--- src/hdl/pwm_stage_pkg.sv ---
package pwm_stage_pkg;

  // ---------------------------------------------------------------
  // register indices on the plain register port
  // ---------------------------------------------------------------
  localparam logic [3:0] ADDR_MAIN_CONTROL = 4'h0;
  localparam logic [3:0] ADDR_RISE_DB_TIME = 4'h1;
  localparam logic [3:0] ADDR_FALL_DB_TIME = 4'h2;
  localparam logic [3:0] ADDR_FRAC_SETTING = 4'h3;
  localparam logic [3:0] ADDR_STEER_SELECT = 4'h4;
  localparam logic [3:0] ADDR_STEER_CTRL_B = 4'h5;
  localparam logic [3:0] ADDR_STATUS = 4'h6;

  // ---------------------------------------------------------------
  // field positions
  // ---------------------------------------------------------------
  localparam int MC_ENABLE = 0;
  localparam int MC_MODE_LO = 1;
  localparam int MC_RISE_DB_EN = 4;
  localparam int MC_FALL_DB_EN = 5;
  localparam int MC_LOAD_REQ = 6;
  localparam int SC_HS_MOD_EN = 0;
  localparam int SC_LS_MOD_EN = 1;
  localparam int ST_RISE_BUSY = 0;
  localparam int ST_FALL_BUSY = 1;
  localparam int ST_FREEZE = 2;
  localparam int ST_PWM = 3;
  localparam int ST_ACC_LO = 4;

  // ---------------------------------------------------------------
  // widths and reset values
  // ---------------------------------------------------------------
  localparam int DB_W = 8;
  localparam int FRAC_W = 4;
  localparam int STEER_W = 6;
  localparam logic [7:0] RST_BYTE = 8'h00;
  localparam logic [2:0] RST_MODE = 3'h0;

  // ---------------------------------------------------------------
  // operating modes
  // ---------------------------------------------------------------
  localparam logic [2:0] MODE_OFF = 3'h0;
  localparam logic [2:0] MODE_VF_COMP = 3'h1;
  localparam logic [2:0] MODE_COMP = 3'h2;
  localparam logic [2:0] MODE_3PHASE = 3'h3;
  localparam logic [2:0] MODE_FB_FWD = 3'h4;
  localparam logic [2:0] MODE_FB_REV = 3'h5;

  // full-bridge direction sequencer
  typedef enum logic [2:0] {
    FB_FWD = 3'b001,
    FB_REV = 3'b010,
    FB_SWITCH = 3'b100
  } fb_state_e;

endpackage : pwm_stage_pkg

--- src/hdl/pwm_three_phase_deadband_stage.sv ---
`timescale 1ns/1ns
module pwm_three_phase_deadband_stage (
  input wire logic core_clk, // 10 MHz unit clock
  input wire logic srst, // synchronous reset, active high
  input wire logic [3:0] reg_addr, // register index
  input wire logic [7:0] reg_wdata, // write data
  input wire logic reg_wr, // write strobe
  input wire logic reg_rd, // read strobe
  input wire logic period_evt, // period event pulse
  input wire logic rise_evt, // rising edge event pulse
  input wire logic fall_evt, // falling edge event pulse
  output logic [7:0] reg_rdata, // read data, cycle after strobe
  output logic frac_carry, // accumulator overflow, stretch period
  output logic out_a, // phase 1 high / primary
  output logic out_b, // phase 1 low / complementary
  output logic out_c, // phase 2 high
  output logic out_d, // phase 2 low
  output logic out_e, // phase 3 high
  output logic out_f // phase 3 low
);
  import pwm_stage_pkg::*;

  // ---------------------------------------------------------------
  // helpers
  // ---------------------------------------------------------------
  // isolate the lowest set steering bit
  function automatic logic [STEER_W-1:0] lowest_bit(input logic [STEER_W-1:0] v);
    logic [STEER_W-1:0] r;
    r = '0;
    for (int i = STEER_W - 1; i >= 0; i--) begin
      if (v[i]) begin
        r = '0;
        r[i] = 1'b1;
      end
    end
    return r;
  endfunction : lowest_bit

  // true in modes with a complementary pair
  function automatic logic is_comp_mode(input logic [2:0] m);
    return (m == MODE_VF_COMP) || (m == MODE_COMP);
  endfunction : is_comp_mode

  // ---------------------------------------------------------------
  // software registers
  // ---------------------------------------------------------------
  logic enable_q;
  logic [2:0] mode_q;
  logic rise_en_q;
  logic fall_en_q;
  logic load_pend_q;
  logic [DB_W-1:0] rise_time_q;
  logic [DB_W-1:0] fall_time_q;
  logic [DB_W-1:0] rise_act_q;
  logic [DB_W-1:0] fall_act_q;
  logic [FRAC_W-1:0] frac_set_q;
  logic [STEER_W-1:0] steer_q;
  logic hs_mod_q;
  logic ls_mod_q;

  // ---------------------------------------------------------------
  // waveform state
  // ---------------------------------------------------------------
  logic pwm_q;
  logic tp_q;
  logic freeze_q;
  logic [FRAC_W-1:0] acc_q;
  logic [2:0] mode_prev_q;
  fb_state_e fb_q;
  logic rise_busy;
  logic fall_busy;

  logic wr_main;
  logic comp_mode;
  logic rise_trig;
  logic fall_trig;
  logic fb_to_rev;
  logic fb_to_fwd;
  logic rise_start;
  logic fall_start;
  logic [FRAC_W:0] acc_sum;
  logic [STEER_W-1:0] steer_one;
  logic hi_lvl;
  logic lo_lvl;
  logic [5:0] outs_d;
  logic [5:0] outs_q;
  logic [7:0] rd_d;

  assign wr_main = reg_wr && (reg_addr == ADDR_MAIN_CONTROL);
  assign comp_mode = enable_q && is_comp_mode(mode_q);

  // ---------------------------------------------------------------
  // control register writes
  // ---------------------------------------------------------------
  always_ff @(posedge core_clk) begin
    if (srst) begin
      enable_q <= 1'b0;
      mode_q <= RST_MODE;
      rise_en_q <= 1'b0;
      fall_en_q <= 1'b0;
    end else if (wr_main) begin
      enable_q <= reg_wdata[MC_ENABLE];
      mode_q <= reg_wdata[MC_MODE_LO +: 3];
      rise_en_q <= reg_wdata[MC_RISE_DB_EN];
      fall_en_q <= reg_wdata[MC_FALL_DB_EN];
    end
  end

  // data registers written by software
  always_ff @(posedge core_clk) begin
    if (srst) begin
      rise_time_q <= RST_BYTE;
      fall_time_q <= RST_BYTE;
      frac_set_q <= RST_BYTE[FRAC_W-1:0];
      steer_q <= RST_BYTE[STEER_W-1:0];
      hs_mod_q <= 1'b0;
      ls_mod_q <= 1'b0;
    end else if (reg_wr) begin
      if (reg_addr == ADDR_RISE_DB_TIME) begin
        rise_time_q <= reg_wdata;
      end else if (reg_addr == ADDR_FALL_DB_TIME) begin
        fall_time_q <= reg_wdata;
      end else if (reg_addr == ADDR_FRAC_SETTING) begin
        frac_set_q <= reg_wdata[FRAC_W-1:0];
      end else if (reg_addr == ADDR_STEER_SELECT) begin
        steer_q <= reg_wdata[STEER_W-1:0];
      end else if (reg_addr == ADDR_STEER_CTRL_B) begin
        hs_mod_q <= reg_wdata[SC_HS_MOD_EN];
        ls_mod_q <= reg_wdata[SC_LS_MOD_EN];
      end
    end
  end

  // load request: set by software, cleared at a period event while enabled; set wins
  always_ff @(posedge core_clk) begin
    if (srst) begin
      load_pend_q <= 1'b0;
    end else if (wr_main && reg_wdata[MC_LOAD_REQ]) begin
      load_pend_q <= 1'b1;
    end else if (period_evt && enable_q) begin
      load_pend_q <= 1'b0;
    end
  end

  // working dead-band times: follow directly while disabled
  always_ff @(posedge core_clk) begin
    if (srst) begin
      rise_act_q <= RST_BYTE;
      fall_act_q <= RST_BYTE;
    end else if (!enable_q || (period_evt && load_pend_q)) begin
      rise_act_q <= rise_time_q;
      fall_act_q <= fall_time_q;
    end
  end

  // ---------------------------------------------------------------
  // edge triggers per mode
  // ---------------------------------------------------------------
  // events arrive synchronous, so no extra clock of uncertainty
  always_comb begin
    rise_trig = 1'b0;
    fall_trig = 1'b0;
    if (enable_q && (mode_q == MODE_VF_COMP)) begin
      rise_trig = period_evt && !pwm_q;
      fall_trig = period_evt && pwm_q;
    end else if (enable_q && (mode_q != MODE_OFF) && (mode_q != MODE_3PHASE)) begin
      rise_trig = rise_evt;
      fall_trig = fall_evt && !rise_evt;
    end
  end

  // full-bridge direction change detection
  assign fb_to_rev = enable_q && (mode_q == MODE_FB_REV) && (mode_prev_q == MODE_FB_FWD);
  assign fb_to_fwd = enable_q && (mode_q == MODE_FB_FWD) && (mode_prev_q == MODE_FB_REV);

  // counter starts, gated by the live enables
  always_comb begin
    rise_start = 1'b0;
    fall_start = 1'b0;
    if (comp_mode) begin
      rise_start = rise_trig && rise_en_q;
      fall_start = fall_trig && fall_en_q;
    end else begin
      rise_start = fb_to_fwd && rise_en_q;
      fall_start = fb_to_rev && fall_en_q;
    end
  end

  // ---------------------------------------------------------------
  // dead-band counters
  // ---------------------------------------------------------------
  // rising counter, ended by a falling trigger
  deadband_counter u_rise_db (
    .core_clk(core_clk),
    .srst(srst),
    .start(rise_start),
    .kill(fall_trig || !enable_q),
    .limit(rise_act_q),
    .busy(rise_busy)
  );

  // falling counter, ended by a rising trigger
  deadband_counter u_fall_db (
    .core_clk(core_clk),
    .srst(srst),
    .start(fall_start),
    .kill(rise_trig || !enable_q),
    .limit(fall_act_q),
    .busy(fall_busy)
  );

  // ---------------------------------------------------------------
  // primary level and three-phase modulation level
  // ---------------------------------------------------------------
  always_ff @(posedge core_clk) begin
    if (srst) begin
      pwm_q <= 1'b0;
    end else if (!enable_q || (mode_q != mode_prev_q)) begin
      pwm_q <= 1'b0;
    end else if (rise_trig) begin
      pwm_q <= 1'b1;
    end else if (fall_trig) begin
      pwm_q <= 1'b0;
    end
  end

  // three-phase edge level: rising event sets, falling event clears
  always_ff @(posedge core_clk) begin
    if (srst) begin
      tp_q <= 1'b0;
    end else if (!enable_q || (mode_q != MODE_3PHASE)) begin
      tp_q <= 1'b0;
    end else if (rise_evt) begin
      tp_q <= 1'b1;
    end else if (fall_evt) begin
      tp_q <= 1'b0;
    end
  end

  // same-type overlap freezes outputs until the restarted count ends
  always_ff @(posedge core_clk) begin
    if (srst) begin
      freeze_q <= 1'b0;
    end else if (!comp_mode) begin
      freeze_q <= 1'b0;
    end else if ((rise_start && rise_busy) || (fall_start && fall_busy)) begin
      freeze_q <= 1'b1;
    end else if (!rise_busy && !fall_busy) begin
      freeze_q <= 1'b0;
    end
  end

  // ---------------------------------------------------------------
  // fractional frequency accumulator
  // ---------------------------------------------------------------
  assign acc_sum = {1'b0, acc_q} + {1'b0, frac_set_q};

  always_ff @(posedge core_clk) begin
    if (srst) begin
      acc_q <= RST_BYTE[FRAC_W-1:0];
      frac_carry <= 1'b0;
    end else if (enable_q && (mode_q == MODE_VF_COMP) && period_evt) begin
      acc_q <= acc_sum[FRAC_W-1:0];
      frac_carry <= acc_sum[FRAC_W];
    end else begin
      frac_carry <= 1'b0;
    end
  end

  // ---------------------------------------------------------------
  // full-bridge direction sequencer and mode history
  // ---------------------------------------------------------------
  always_ff @(posedge core_clk) begin
    if (srst) begin
      mode_prev_q <= RST_MODE;
      fb_q <= FB_FWD;
    end else begin
      mode_prev_q <= enable_q ? mode_q : MODE_OFF;
      case (fb_q)
        FB_FWD: begin
          if (fb_to_rev) begin
            fb_q <= FB_SWITCH;
          end
        end
        FB_REV: begin
          if (fb_to_fwd) begin
            fb_q <= FB_SWITCH;
          end
        end
        FB_SWITCH: begin
          if (!rise_start && !fall_start && !rise_busy && !fall_busy) begin
            fb_q <= (mode_q == MODE_FB_REV) ? FB_REV : FB_FWD;
          end
        end
        default: begin
          fb_q <= FB_FWD;
        end
      endcase
    end
  end

  // ---------------------------------------------------------------
  // output steering and drive
  // ---------------------------------------------------------------
  assign steer_one = lowest_bit(steer_q);
  assign hi_lvl = hs_mod_q ? tp_q : 1'b1;
  assign lo_lvl = ls_mod_q ? tp_q : 1'b1;

  // next output levels, order {f, e, d, c, b, a}
  always_comb begin
    outs_d = 6'h00;
    if (!enable_q) begin
      outs_d = 6'h00;
    end else if (comp_mode) begin
      if (freeze_q) begin
        outs_d = outs_q;
      end else begin
        outs_d[0] = pwm_q && !rise_busy;
        outs_d[1] = !pwm_q && !fall_busy;
      end
    end else if (mode_q == MODE_3PHASE) begin
      // one high-side (a, c, e) and one low-side (b, d, f) line at most
      if (steer_one[0]) begin
        outs_d = {2'b00, lo_lvl, 2'b00, hi_lvl};
      end else if (steer_one[1]) begin
        outs_d = {lo_lvl, 4'h0, hi_lvl};
      end else if (steer_one[2]) begin
        outs_d = {lo_lvl, 2'b00, hi_lvl, 2'b00};
      end else if (steer_one[3]) begin
        outs_d = {3'b000, hi_lvl, lo_lvl, 1'b0};
      end else if (steer_one[4]) begin
        outs_d = {1'b0, hi_lvl, 2'b00, lo_lvl, 1'b0};
      end else if (steer_one[5]) begin
        outs_d = {1'b0, hi_lvl, lo_lvl, 3'b000};
      end
    end else if ((mode_q == MODE_FB_FWD) && (fb_q == FB_FWD)) begin
      outs_d = {2'b00, 1'b1, 2'b00, pwm_q};
    end else if ((mode_q == MODE_FB_REV) && (fb_q == FB_REV)) begin
      outs_d = {3'b000, 1'b1, pwm_q, 1'b0};
    end
  end

  // registered pins, phase grouping a..f
  always_ff @(posedge core_clk) begin
    if (srst) begin
      outs_q <= 6'h00;
    end else begin
      outs_q <= outs_d;
    end
  end

  assign out_a = outs_q[0];
  assign out_b = outs_q[1];
  assign out_c = outs_q[2];
  assign out_d = outs_q[3];
  assign out_e = outs_q[4];
  assign out_f = outs_q[5];

  // ---------------------------------------------------------------
  // register read port
  // ---------------------------------------------------------------
  always_comb begin
    rd_d = 8'h00;
    if (reg_addr == ADDR_MAIN_CONTROL) begin
      rd_d = {1'b0, load_pend_q, fall_en_q, rise_en_q, mode_q, enable_q};
    end else if (reg_addr == ADDR_RISE_DB_TIME) begin
      rd_d = rise_time_q;
    end else if (reg_addr == ADDR_FALL_DB_TIME) begin
      rd_d = fall_time_q;
    end else if (reg_addr == ADDR_FRAC_SETTING) begin
      rd_d = {4'h0, frac_set_q};
    end else if (reg_addr == ADDR_STEER_SELECT) begin
      rd_d = {2'b00, steer_q};
    end else if (reg_addr == ADDR_STEER_CTRL_B) begin
      rd_d = {6'h00, ls_mod_q, hs_mod_q};
    end else if (reg_addr == ADDR_STATUS) begin
      rd_d[ST_RISE_BUSY] = rise_busy;
      rd_d[ST_FALL_BUSY] = fall_busy;
      rd_d[ST_FREEZE] = freeze_q;
      rd_d[ST_PWM] = pwm_q;
      rd_d[ST_ACC_LO +: FRAC_W] = acc_q;
    end
  end

  // read data valid only in the cycle after the strobe
  always_ff @(posedge core_clk) begin
    if (srst) begin
      reg_rdata <= 8'h00;
    end else if (reg_rd) begin
      reg_rdata <= rd_d;
    end else begin
      reg_rdata <= 8'h00;
    end
  end

endmodule : pwm_three_phase_deadband_stage

--- src/hdl/deadband_counter.sv ---
`timescale 1ns/1ns
module deadband_counter (
  input wire logic core_clk, // unit clock
  input wire logic srst, // synchronous reset
  input wire logic start, // start or restart a delay
  input wire logic kill, // terminate a running delay
  input wire logic [pwm_stage_pkg::DB_W-1:0] limit, // delay length in cycles
  output logic busy // delay in progress
);
  import pwm_stage_pkg::*;

  logic [DB_W-1:0] cnt_q;
  logic [DB_W-1:0] cnt_inc;

  assign cnt_inc = cnt_q + 8'h01;

  // ---------------------------------------------------------------
  // counter: advances once per clock while running
  // ---------------------------------------------------------------
  always_ff @(posedge core_clk) begin
    if (srst) begin
      cnt_q <= RST_BYTE;
      busy <= 1'b0;
    end else if (start) begin
      cnt_q <= RST_BYTE;
      busy <= (limit != RST_BYTE); // zero time gives no hold-off
    end else if (kill) begin
      busy <= 1'b0;
    end else if (busy) begin
      cnt_q <= cnt_inc;
      if (cnt_inc == limit) begin
        busy <= 1'b0;
      end
    end
  end

endmodule : deadband_counter

--- config.mk ---
export PLATFORM = sky130hd
export DESIGN_NAME = pwm_three_phase_deadband_stage
export DESIGN_NICKNAME = d
export VERILOG_FILES = /design/src/hdl/pwm_stage_pkg.sv /design/src/hdl/pwm_three_phase_deadband_stage.sv /design/src/hdl/deadband_counter.sv
export SDC_FILE = /design/constraint.sdc
export NUM_CORES = 1
export LEC_CHECK = 0
export ABC_AREA = 1
export BUFFER_PORTS_ARGS = -buffer_cell sky130_fd_sc_hd__buf_4
export CELL_PAD_IN_SITES_DETAIL_PLACEMENT = 0
export CELL_PAD_IN_SITES_GLOBAL_PLACEMENT = 1
export CORE_ASPECT_RATIO = 1.4
export CORE_MARGIN = 3
export CORE_UTILIZATION = 43
export DETAILED_ROUTE_END_ITERATION = 8
export HOLD_SLACK_MARGIN = 0.06
export PLACE_DENSITY = 0.76
export SLEW_MARGIN = 5
export SYNTH_ARGS = -nofsm -noshare
export SYNTH_HDL_FRONTEND = slang
export SYNTH_HIERARCHICAL = 1
export SYNTH_SLANG_ARGS = --single-unit
--- constraint.sdc ---
create_clock -name core_clk -period 2.6 [get_ports core_clk]
set_clock_uncertainty 0.2 [all_clocks]
set_input_delay 0.13 -clock core_clk [delete_from_list [all_inputs] [get_ports core_clk]]
set_output_delay 0.13 -clock core_clk [all_outputs]
set_load 0.005 [all_outputs]
==> results of run 1 <==
==> area by class of cell <==
type                            count  area [µm²]  area share [%]
Timing Repair Buffer               57         480            8.32
Clock inverter                      4        76.3            1.32
Tap cell                          141         176            3.05
Clock buffer                       11         253            4.38
Sequential cell                    97        1940            33.6
Inverter                          119         447            7.73
Multi-Input combinational cell    480        2400            41.6
==> cell usage after synthesis <==
cell       instances  area [µm²]
nor2_1            52         195
o21ai_0           69         345
nand3b_1           1        7.51
inv_1            113         424
and2_2             1        7.51
clkinv_1           1        3.75
buf_4              1        7.51
nand2_2            6        37.5
o221ai_1           3        26.3
o211ai_1           7        52.6
o41ai_1            3        26.3
ha_1               6        75.1
nor3_1             9        45.0
xnor2_1            3        26.3
clkbuf_1          11        41.3
inv_2              5        18.8
nand4_1            8        50.1
a21oi_2            2        17.5
nand2_4            1        11.3
dfxtp_1           97        1940
nand3_1           52         260
fa_1               1        20.0
and2_1             1        6.26
nor2_4             2        22.5
clkbuf_8           1        13.8
a221oi_1           1        8.76
a211oi_1           1        7.51
nand4_4            1        21.3
o21bai_1           1        7.51
nand2_1          140         526
a21oi_1           83         415
nor2_2             9        56.3
or2_2              1        6.26
o22ai_1           10        62.6
nand3_2            2        20.0
o21a_1             1        7.51
nor3_4             1        16.3
nor4_1             1        6.26
o2111ai_1          1        8.76
buf_2              3        15.0
==> power by group through the flow <==
stage	logic (W)	registers [W]	clock network [W]
global route	0.000340	0.00155	0.00154
global placement	0.000269	0.00158	0
CTS	0.000295	0.00155	0.00149
floorplan	0.000192	0.00157	0
detailed placement	0.000275	0.00158	0
finish	0.000294	0.00155	0.00146
==> stage by stage <==
| stage | instance area (µm²) | hold slack [ns] |
|---|---|---|
| final | 5780 | 0.0649 |
| after global routing | 5780 | 0.101 |
| after CTS | 5780 | 0.0678 |
| after detailed placement | 5240 | 0.222 |
| after global placement | 5240 | 0.214 |
| after floorplan | 4870 | -0.00756 |
==> per-layer routing <==
| layer | routed length, µm | up-vias | GRT usage, % |
|---|---|---|---|
| met1 | 5840 | 2146 | 27.9 |
| met3 | 542 | 33 | 4.11 |
| met5 | 0 | - | 0 |
| met2 | 6770 | 105 | 38.3 |
| met4 | 590 | 0 | 11.5 |
| li1 | - | 2446 | - |
==> cells by family (layout without fill, tap and decap cells) <==
group	count (synthesis)	count (layout)	share of synthesized area [%]
simple gates	288	288	26.6
xor+xnor	3	3	0.540
flops	97	97	39.9
buf+inv	135	191	10.8
compound gates	182	182	20.3
fa+ha+maj	7	7	1.95
==> sequential cells by signal (all words and copies together), names as in the netlist, 8 cells and up <==
name and flops:
rise_act_q 8, u_fall_db/cnt_q 8, fall_time_q 8, reg_rdata 8
fall_act_q 8, u_rise_db/cnt_q 8, rise_time_q 8
==> critical path, cell delays in order <==
cell and delay, ns:
buf_4 0.12, dlygate4sd3_1 0.55, nor4_1 0.60, dlygate4sd3_1 0.66, nand2_1 0.08, o21ai_0 0.15
a21oi_1 0.05
==> worst max-delay path by stage <==
stage | from | endpoint | slack [ns] | depth (start not counted)
6_report | reg_addr[3] | hs_mod_q | 0.29 | 7
4_1_cts | mode_q[2] | u_fall_db/busy | 0.29 | 12
3_5_place_dp | mode_q[2] | u_fall_db/busy | 0.31 | 12
2_1_floorplan | mode_q[2] | u_fall_db/cnt_q[4] | 0.69 | 11
5_1_grt | mode_q[2] | u_rise_db/cnt_q[4] | 0.03 | 12
3_3_place_gp | mode_q[2] | u_fall_db/cnt_q[5] | 0.41 | 11
==> results.ini, run 1 <==
[run_status]
status=finished, final reports clean

[cells_and_area]
final_cell_mix=nand2_1 (140), inv_1 (113), dfxtp_1 (97)
nFillCells=1134
fin_util_pct=52.6
drive_gt1_share_pct=10.7
layout_commonest_cell=nand2_1
syn_to_final_growth_pct=18.7
nets=790
diodes=0
instances_no_fill=909

[global_route]
grt_max_degree=51
track_usage_pct=23.0
grt-ovfl-total=0
grt_pass1_vias=4587
antenna_found_initial=0
grt_pass1_wl_mm=22.6

[synth]
syn_inst=712
synth.distinct_cells=40
synth_nets=738
synth_seq_cells=97
synth_area_um2=4870
ys_seq_area_share_pct=39.9
syn_area_per_cell_um2=6.84
synth_warnings=6

[pwr]
seq_power_share_pct=46.9
switching_share_pct=23.4
cellPowerDensity_nw_per_um2=571
power.leakage_nw=2.35
total_power_w=0.00330
power_frac_clock_pct=44.2
power_frac_comb_pct=8.9
vdd_ir_drop_max_v=0.000317
intPower_w=0.00252
p_switching_w=0.000773

[worst_hold_path]
hold_path.startpoint=period_evt
whs_endpoint=acc_q[1]
min_path_cells=4
hold_path.class=input pin to flip-flop

[floorplanning]
core_area_um2=11000
dieArea_um2=12700
die_h_um=132
io_pins=34
start_util_pct=44.3
die_x_um=95.9
rows=45

[timing]
setup_slack_ns=0.288
slew_headroom_pct=49.5
final-hold-violation-count=0
tightest_slew_ns=0.755
fmax_ghz=0.432
rsz0062_at_grt=false
slew_violations=0
period_minus_slack_ns=2.31
fin_crit_sh_pct=88.9
tns_ns=0
finalSetupViolCount=0

[clocking]
cts_resized=0
clk_pin_slew_worst_paths_ns=0.06
post_cts_buffers=0
h-tree-depth=3
cts_sinks=97
insertion_delay_ns=0.34
cts_buffers=9
clockRootBuffer=clkbuf_16
clk_path_buf_depth=2
cts_hold_buf=21
cts_tree=done

[setup_path]
required_ns=2.63
timing.rr.start=mode_q[2]
ff2ff_path_depth=12
end_kind=flip-flop
cp-start-kind=input pin
critPathKind=input pin to flip-flop
crit_fanout=4
worst_r2r_endpoint=u_fall_db/busy
reg2reg_slack_ns=0.31
cp_data_arrival_time_ns=2.34

[routing]
routed_wl_mm=13.7
drtAntennaViolNets=0
wl_per_cell_um=15.1
vias_per_cell=5.20
vias=4730
drc_errors=0
drt_first_pass_iters=5
initialDrtViolationCount=251

[run]
drv_cap=0

[placement]
dp_slack_ns=0.312
io_buffers=33
gp_congestion=0.874
hpwl_mm=10.5
placed_cells=873

Power figures use the tool's default switching activity.
==> inputs of run 2 (changes only) <==
--- a/config.mk
+++ b/config.mk
@@ -5,17 +5,16 @@
 export SDC_FILE = /design/constraint.sdc
 export NUM_CORES = 1
 export LEC_CHECK = 0
-export ABC_AREA = 1
 export BUFFER_PORTS_ARGS = -buffer_cell sky130_fd_sc_hd__buf_4
 export CELL_PAD_IN_SITES_DETAIL_PLACEMENT = 0
 export CELL_PAD_IN_SITES_GLOBAL_PLACEMENT = 1
 export CORE_ASPECT_RATIO = 1.4
 export CORE_MARGIN = 3
-export CORE_UTILIZATION = 43
+export CORE_UTILIZATION = 46
 export DETAILED_ROUTE_END_ITERATION = 8
 export HOLD_SLACK_MARGIN = 0.06
-export PLACE_DENSITY = 0.76
-export SLEW_MARGIN = 5
+export PLACE_DENSITY = 0.77
+export SLEW_MARGIN = 20
 export SYNTH_ARGS = -nofsm -noshare
 export SYNTH_HDL_FRONTEND = slang
 export SYNTH_HIERARCHICAL = 1
==> run 2 against run 1 <==
Via count fell by 10%. Final cell count fell by 16%. Flip-flop and latch count is the same. Sequential power shrank 3%. Cell area fell by 1.1%. First-iteration DRC count shrank 14%. Combinational power down 45%. Count of clock-buffer cells in the layout unchanged. Fmax shrank 0.57%.
==> results.ini, run 2 <==
[synth]
yosysMostFrequentCell=dfxtp_1  ; was nand2_1
synth_seq_cells=97  ; unchanged
ys_seq_area_share_pct=39.7  ; was 39.9%
synth_warnings=6  ; unchanged
synth-edff-count=0  ; unchanged
synth_nets=609  ; was 738
ys_top_cells_by_count=dfxtp_1 (97), nor2_1 (72), nand2_1 (70)  ; was nand2_1 (140), inv_1 (113), dfxtp_1 (97)
async_reset_ff_share_pct=0  ; unchanged
syn_inst=583  ; was 712
yosysTopAreaCellShare_pct=39.7  ; was 39.9%
synth_area_leader_cell=dfxtp_1  ; unchanged
syn_area_per_cell_um2=8.39  ; was 6.84 µm²
synth.distinct_cells=62  ; was 40
synth_area_um2=4890  ; was 4870 µm²
yosys-top-cells-area=dfxtp_1 (40%), mux2i_1 (8.2%), nor2_1 (5.5%), nand2_1 (5.4%), a21oi_1 (4.9%)  ; was dfxtp_1 (40%), nand2_1 (11%), inv_1 (8.7%), a21oi_1 (8.5%), o21ai_0 (7.1%)
ys_dominant_reg_cell=dfxtp_1  ; unchanged

[setup_path]
critPathBufInv=0  ; was 3
end_kind=flip-flop  ; unchanged
cp-start-kind=flip-flop  ; was input pin
required_ns=2.69  ; was 2.63 ns
crit_fanout=7  ; was 4
critPathMaxStageDelay_ns=0.47  ; was 0.66 ns
cp_data_arrival_time_ns=2.42  ; was 2.34 ns
path_cells=and2b_1 -> or3b_1 -> o21a_4 -> o21ai_4 -> nand2b_1 -> a21oi_1 -> nor3_2 -> o2111ai_1 -> o31a_1  ; was buf_4 -> dlygate4sd3_1 -> nor4_1 -> dlygate4sd3_1 -> nand2_1 -> o21ai_0 -> a21oi_1
critPathKind=flip-flop to flip-flop  ; was input pin to flip-flop
path_delay_family=compound AO/OA/AOI/OAI gates  ; was buffers and inverters
cp_slowest_cell=or3b_1  ; was dlygate4sd3_1

[run]
drv_cap=0  ; unchanged

[cells_and_area]
drive_gt1_share_pct=11.5  ; was 10.7%
nets=647  ; was 790
final_cell_mix=dfxtp_1 (97), nor2_1 (72), nand2_1 (70)  ; was nand2_1 (140), inv_1 (113), dfxtp_1 (97)
syn_to_final_growth_pct=16.8  ; was 18.7%
layout_commonest_cell=dfxtp_1  ; was nand2_1
diodes=0  ; unchanged

[routing]
vias=4245  ; was 4730
routed_wl_mm=12.7  ; was 13.7 mm
vias_per_cell=5.58  ; was 5.20
drt_first_pass_iters=4  ; was 5
wl_per_cell_um=16.7  ; was 15.1 µm
initialDrtViolationCount=215  ; was 251
drc_errors=0  ; unchanged
drtAntennaViolNets=0  ; unchanged

[global_route]
antenna_found_initial=0  ; unchanged
grt_pass1_wl_mm=20.9  ; was 22.6 mm
grt_pass1_vias=4146  ; was 4587
grt-ovfl-total=0  ; unchanged
grt_max_degree=37  ; was 51
track_usage_pct=22.5  ; was 23.0%

[floorplanning]
die_x_um=93.1  ; was 95.9 µm
dieArea_um2=11900  ; was 12700 µm²
start_util_pct=48.4  ; was 44.3%
rows=43  ; was 45
io_pins=34  ; unchanged
core_area_um2=10100  ; was 11000 µm²
die_h_um=128  ; was 132 µm

[timing]
tns_ns=0  ; unchanged
hold_slack_ns=0.105  ; was 0.0649 ns
final-hold-violation-count=0  ; unchanged
finalSetupViolCount=0  ; unchanged
period_minus_slack_ns=2.33  ; was 2.31 ns
tightest_slew_ns=0.694  ; was 0.755 ns
fmax_ghz=0.430  ; was 0.432 GHz
fin_crit_sh_pct=89.5  ; was 88.9%
slew_headroom_pct=53.3  ; was 49.5%
slew_violations=0  ; unchanged
rsz0062_at_grt=false  ; unchanged

[placement]
io_buffers=33  ; unchanged
gp_congestion=0.881  ; was 0.874
hpwl_mm=9.57  ; was 10.5 mm

[worst_hold_path]
hold_path.class=input pin to flip-flop  ; unchanged

[run_status]
status=finished, final reports clean  ; unchanged

[pwr]
power.leakage_nw=2.18  ; was 2.35 nW
vdd_ir_drop_max_v=0.000467  ; was 0.000317 V
cellPowerDensity_nw_per_um2=529  ; was 571 nW/µm²

[clocking]
clk_pin_slew_worst_paths_ns=0.07  ; was 0.06 ns
cts_resized=0  ; unchanged
insertion_delay_ns=0.34  ; about the same
cts_buffers=9  ; unchanged
clockRootBuffer=clkbuf_16  ; unchanged
cts_sinks=97  ; unchanged
cts_tree=done  ; unchanged
post_cts_buffers=0  ; unchanged
h-tree-depth=3  ; unchanged
clk_path_buf_depth=2  ; unchanged

==> run 2: cell types whose count changed after synthesis, moves of 11 or more <==
cell	delta
nand2_1	-70
o21ai_0	-56
nand3_1	-30
mux2i_1	+40
a21oi_1	-35
xnor2_1	+20
clkbuf_1	+11
xor2_1	+16
inv_1	-98
nor2_1	+20
==> run 2: path summary, 6_finish.rpt <==
kind | cells past startpoint | slack [ns] | start | to
hold reg to reg | 2 | 0.28 | rise_act_q[0] | rise_act_q[0]
hold / removal | 4 | 0.11 | reg_addr[2] | reg_rdata[6]
setup reg to reg | 9 | 0.27 | mode_q[0] | u_rise_db/busy
setup / recovery | 9 | 0.27 | mode_q[0] | u_rise_db/busy
==> run 2: through the flow <==
| step | worst slack (ns) | cells | instance area [µm²] | util [%] | power [W] |
|---|---|---|---|---|---|
| 6_report | 0.274 | 761 | 5710 | 56.5 | 0.00302 |
| 3_5_place_dp | 0.275 | 728 | 5240 | 51.8 | 0.00168 |
| 5_1_grt | 0.115 | 761 | 5710 | 56.5 | 0.00312 |
| 2_1_floorplan | 0.368 | 583 | 4890 | - | 0.00162 |
| 4_1_cts | 0.266 | 761 | 5710 | 56.5 | 0.00305 |
| 3_3_place_gp | 0.356 | 728 | 5240 | 51.8 | 0.00168 |
==> run 2: logic make-up after synthesis <==
family / after synthesis / share of synthesized area [%]
adders and majority gates: 7 / 1.94
buffers and inverters: 47 / 3.94
muxes: 41 / 8.42
and+or+nand+nor: 242 / 24.4
xor gates and xnor gates: 39 / 6.98
DFF: 97 / 39.7
AOI/OAI and AO/OA: 110 / 14.6
==> run 2: layout make-up <==
cell class | count | area, µm²
fill | 967 | 4400
tap | 135 | 169
sequential | 97 | 1940
timing repair buffer | 59 | 485
clock inverter | 5 | 62.6
multi-input combinational | 439 | 2760
inverter | 15 | 56.3
clock buffer | 11 | 243
==> run 2: report_power, final <==
group	internal (W)	switching [W]	total, W
clock	0.000777	0.000579	0.00136
combinational	0.0000667	0.0000939	0.000161
sequential	0.00149	0.0000107	0.00151
==> run 2: routing by layer <==
layer  part of all wire [%]  track usage (%)
met1                     42             25.8
met2                     51             39.8
met3                    3.8             4.40
met4                    3.6             10.7
met5                      0                0
==> run 2: worst reg2reg max path, stage by stage (launching register included) <==
cell,delay [ns]
dfxtp_1,0.38
and2b_1,0.17
or3b_1,0.47
o21a_4,0.26
o21ai_4,0.25
nand2b_1,0.08
a21oi_1,0.16
nor3_2,0.05
o2111ai_1,0.10
o31a_1,0.15
==> run 2: repair_timing <==
action	4_1_cts	5_1_grt
hold buffers	17	0
endpoints found under the hold margin	50	0
endpoints found under the setup margin	0	0
==> inputs of run 3 (changes only) <==
--- a/config.mk
+++ b/config.mk
@@ -13,7 +13,7 @@
 export CORE_UTILIZATION = 46
 export DETAILED_ROUTE_END_ITERATION = 8
 export HOLD_SLACK_MARGIN = 0.06
-export PLACE_DENSITY = 0.77
+export PLACE_DENSITY_LB_ADDON = 0.1
 export SLEW_MARGIN = 20
 export SYNTH_ARGS = -nofsm -noshare
 export SYNTH_HDL_FRONTEND = slang
==> run 3 against run 2 <==
Total power decreased by 3.4%. Combinational power about the same. First-iteration DRC count decreased by 6.5%. Non-clock buffer count unchanged. Largest power group unchanged. Utilization decreased by 0.21 points. Worst setup slack got worse by 0.096 ns. Cell area decreased by 0.37%. Clock power decreased by 8%. Die area unchanged. Sequential power about the same.
==> results.ini, run 3 (synthesis gave the netlist of run 2 again) <==
[run_status]
status=finished, final reports clean  ; unchanged

[timing]
tightest_slew_ns=0.710  ; was 0.694 ns
tns_ns=0  ; unchanged
fin_crit_sh_pct=93.1  ; was 89.5%
period_minus_slack_ns=2.42  ; was 2.33 ns
slew_violations=0  ; unchanged
fmax_ghz=0.413  ; was 0.430 GHz
slew_headroom_pct=52.2  ; was 53.3%
setup_slack_ns=0.178  ; was 0.274 ns
finalSetupViolCount=0  ; unchanged
final-hold-violation-count=0  ; unchanged
hold_slack_ns=0.0929  ; was 0.105 ns
rsz0062_at_grt=false  ; unchanged

[clocking]
cts_buffers=9  ; unchanged
cts_hold_buf=17  ; unchanged
clk_path_buf_depth=2  ; unchanged
cts_resized=0  ; unchanged
cts_sinks=97  ; unchanged
insertion_delay_ns=0.34  ; about the same
post_cts_buffers=0  ; unchanged
h-tree-depth=3  ; unchanged
cts_tree=done  ; unchanged
clockRootBuffer=clkbuf_16  ; unchanged
clk_pin_slew_worst_paths_ns=0.07  ; about the same

[routing]
wl_per_cell_um=16.8  ; was 16.7 µm
drt_first_pass_iters=4  ; unchanged
drc_errors=0  ; unchanged
drtAntennaViolNets=0  ; unchanged
initialDrtViolationCount=201  ; was 215
vias=4204  ; was 4245
vias_per_cell=5.52  ; was 5.58
routed_wl_mm=12.8  ; was 12.7 mm

[floorplanning]
core_area_um2=10100  ; unchanged
dieArea_um2=11900  ; unchanged
die_h_um=128  ; unchanged
die_x_um=93.1  ; unchanged
rows=43  ; unchanged
start_util_pct=48.4  ; unchanged
io_pins=34  ; unchanged

[pwr]
p_switching_w=0.000658  ; was 0.000683 W
cellPowerDensity_nw_per_um2=513  ; was 529 nW/µm²
power_frac_clock_pct=42.9  ; was 44.9%
vdd_ir_drop_max_v=0.000330  ; was 0.000467 V
seq_power_share_pct=51.6  ; was 49.8%
switching_share_pct=22.6  ; about the same
power.leakage_nw=2.17  ; was 2.18 nW
power_frac_comb_pct=5.5  ; was 5.3%
total_power_w=0.00292  ; was 0.00302 W
intPower_w=0.00226  ; was 0.00234 W

[cells_and_area]
nets=647  ; unchanged
drive_gt1_share_pct=11.5  ; unchanged
layout_commonest_cell=dfxtp_1  ; unchanged
layout.area.seq_um2=1940  ; unchanged
multi_input_area_um2=2760  ; unchanged
diodes=0  ; unchanged
syn_to_final_growth_pct=16.4  ; was 16.8%
final_cell_mix=dfxtp_1 (97), nor2_1 (72), nand2_1 (70)  ; unchanged
nFillCells=1024  ; was 967

[global_route]
track_usage_pct=22.5  ; about the same
grt_pass1_wl_mm=20.9  ; about the same
grt_max_degree=47  ; was 37
grt_pass1_vias=4169  ; was 4146
antenna_found_initial=0  ; unchanged
grt-ovfl-total=0  ; unchanged

[setup_path]
critPathMaxStageDelay_ns=0.56  ; was 0.47 ns
required_ns=2.63  ; was 2.69 ns
critPathBufInv=3  ; was 0
cp-start-kind=input pin  ; was flip-flop
cp_slowest_cell=dlygate4sd3_1  ; was or3b_1
end_kind=flip-flop  ; unchanged
path_depth=7  ; was 9
path_cells=dlygate4sd3_1 -> buf_4 -> nor2_1 -> nand3_1 -> mux2i_1 -> nor2_1 -> dlygate4sd3_1  ; was and2b_1 -> or3b_1 -> o21a_4 -> o21ai_4 -> nand2b_1 -> a21oi_1 -> nor3_2 -> o2111ai_1 -> o31a_1
cp_data_arrival_time_ns=2.45  ; was 2.42 ns
crit_fanout=12  ; was 7
ff2ff_path_depth=9  ; unchanged
critPathKind=input pin to flip-flop  ; was flip-flop to flip-flop
path_delay_family=buffers and inverters  ; was compound AO/OA/AOI/OAI gates

[placement]
dp_slack_ns=0.316  ; was 0.275 ns
io_buffers=33  ; unchanged
hpwl_mm=9.63  ; was 9.57 mm
gp_congestion=0.860  ; was 0.881

[run]
drv_cap=0  ; unchanged

[worst_hold_path]
min_path_cells=3  ; was 4
hold_path.class=input pin to flip-flop  ; unchanged

run 3: changes by cell type in the layout (fill, tap and decap cells not counted):
cell / delta
bufinv_16: -1
clkbuf_8: +1
clkinv_2: +1
clkinv_4: -1
inv_6: -1
clkinvlp_4: +1
run 3: path summary, 6_finish.rpt:
path,start,endpoint,slack [ns]
setup / recovery,reg_addr[3],fall_time_q[7],0.18
hold reg to reg,rise_act_q[0],rise_act_q[0],0.28
setup reg to reg,mode_q[2],u_rise_db/busy,0.28
hold / removal,reg_addr[1],reg_rdata[6],0.09
run 3: worst reg2reg max path, stage by stage (launching register included):
cell       delay (ns)
dfxtp_1          0.31
and2b_1          0.21
or3b_1           0.48
o21a_4           0.26
o21ai_4          0.26
nand2b_1         0.09
a21oi_1          0.16
nor3_2           0.05
o2111ai_1        0.10
o31a_1           0.15
run 3: routing by layer:
| metal | GRT usage, % | routed length (µm) |
|---|---|---|
| met1 | 26.6 | 5350 |
| met4 | 10.4 | 524 |
| met5 | 0 | 0 |
| met2 | 38.8 | 6370 |
| met3 | 4.64 | 545 |
run 3: power groups by stage:
stage	clock network (W)	logic, W	registers, W
floorplan	0	0.0000823	0.00153
global placement	0	0.000141	0.00154
detailed placement	0	0.000141	0.00154
CTS	0.00129	0.000160	0.00150
global route	0.00134	0.000175	0.00151
finish	0.00125	0.000160	0.00150
run 3: layout make-up:
| type | count | share of cell area (%) |
|---|---|---|
| well taps | 135 | 2.97 |
| inverters | 15 | 0.989 |
| repair buffers | 59 | 8.53 |
| clock inverters | 4 | 0.484 |
| flip-flops and latches | 97 | 34.1 |
| clock buffers | 12 | 4.51 |
| multi-input cells | 439 | 48.4 |
run 3: through the flow:
| step | cell area (µm²) | cells | util, % |
|---|---|---|---|
| 2_1_floorplan | 4890 | 583 | - |
| 3_3_place_gp | 5240 | 728 | 51.8 |
| 3_5_place_dp | 5240 | 728 | 51.8 |
| 4_1_cts | 5690 | 761 | 56.3 |
| 5_1_grt | 5690 | 761 | 56.3 |
| 6_report | 5690 | 761 | 56.3 |
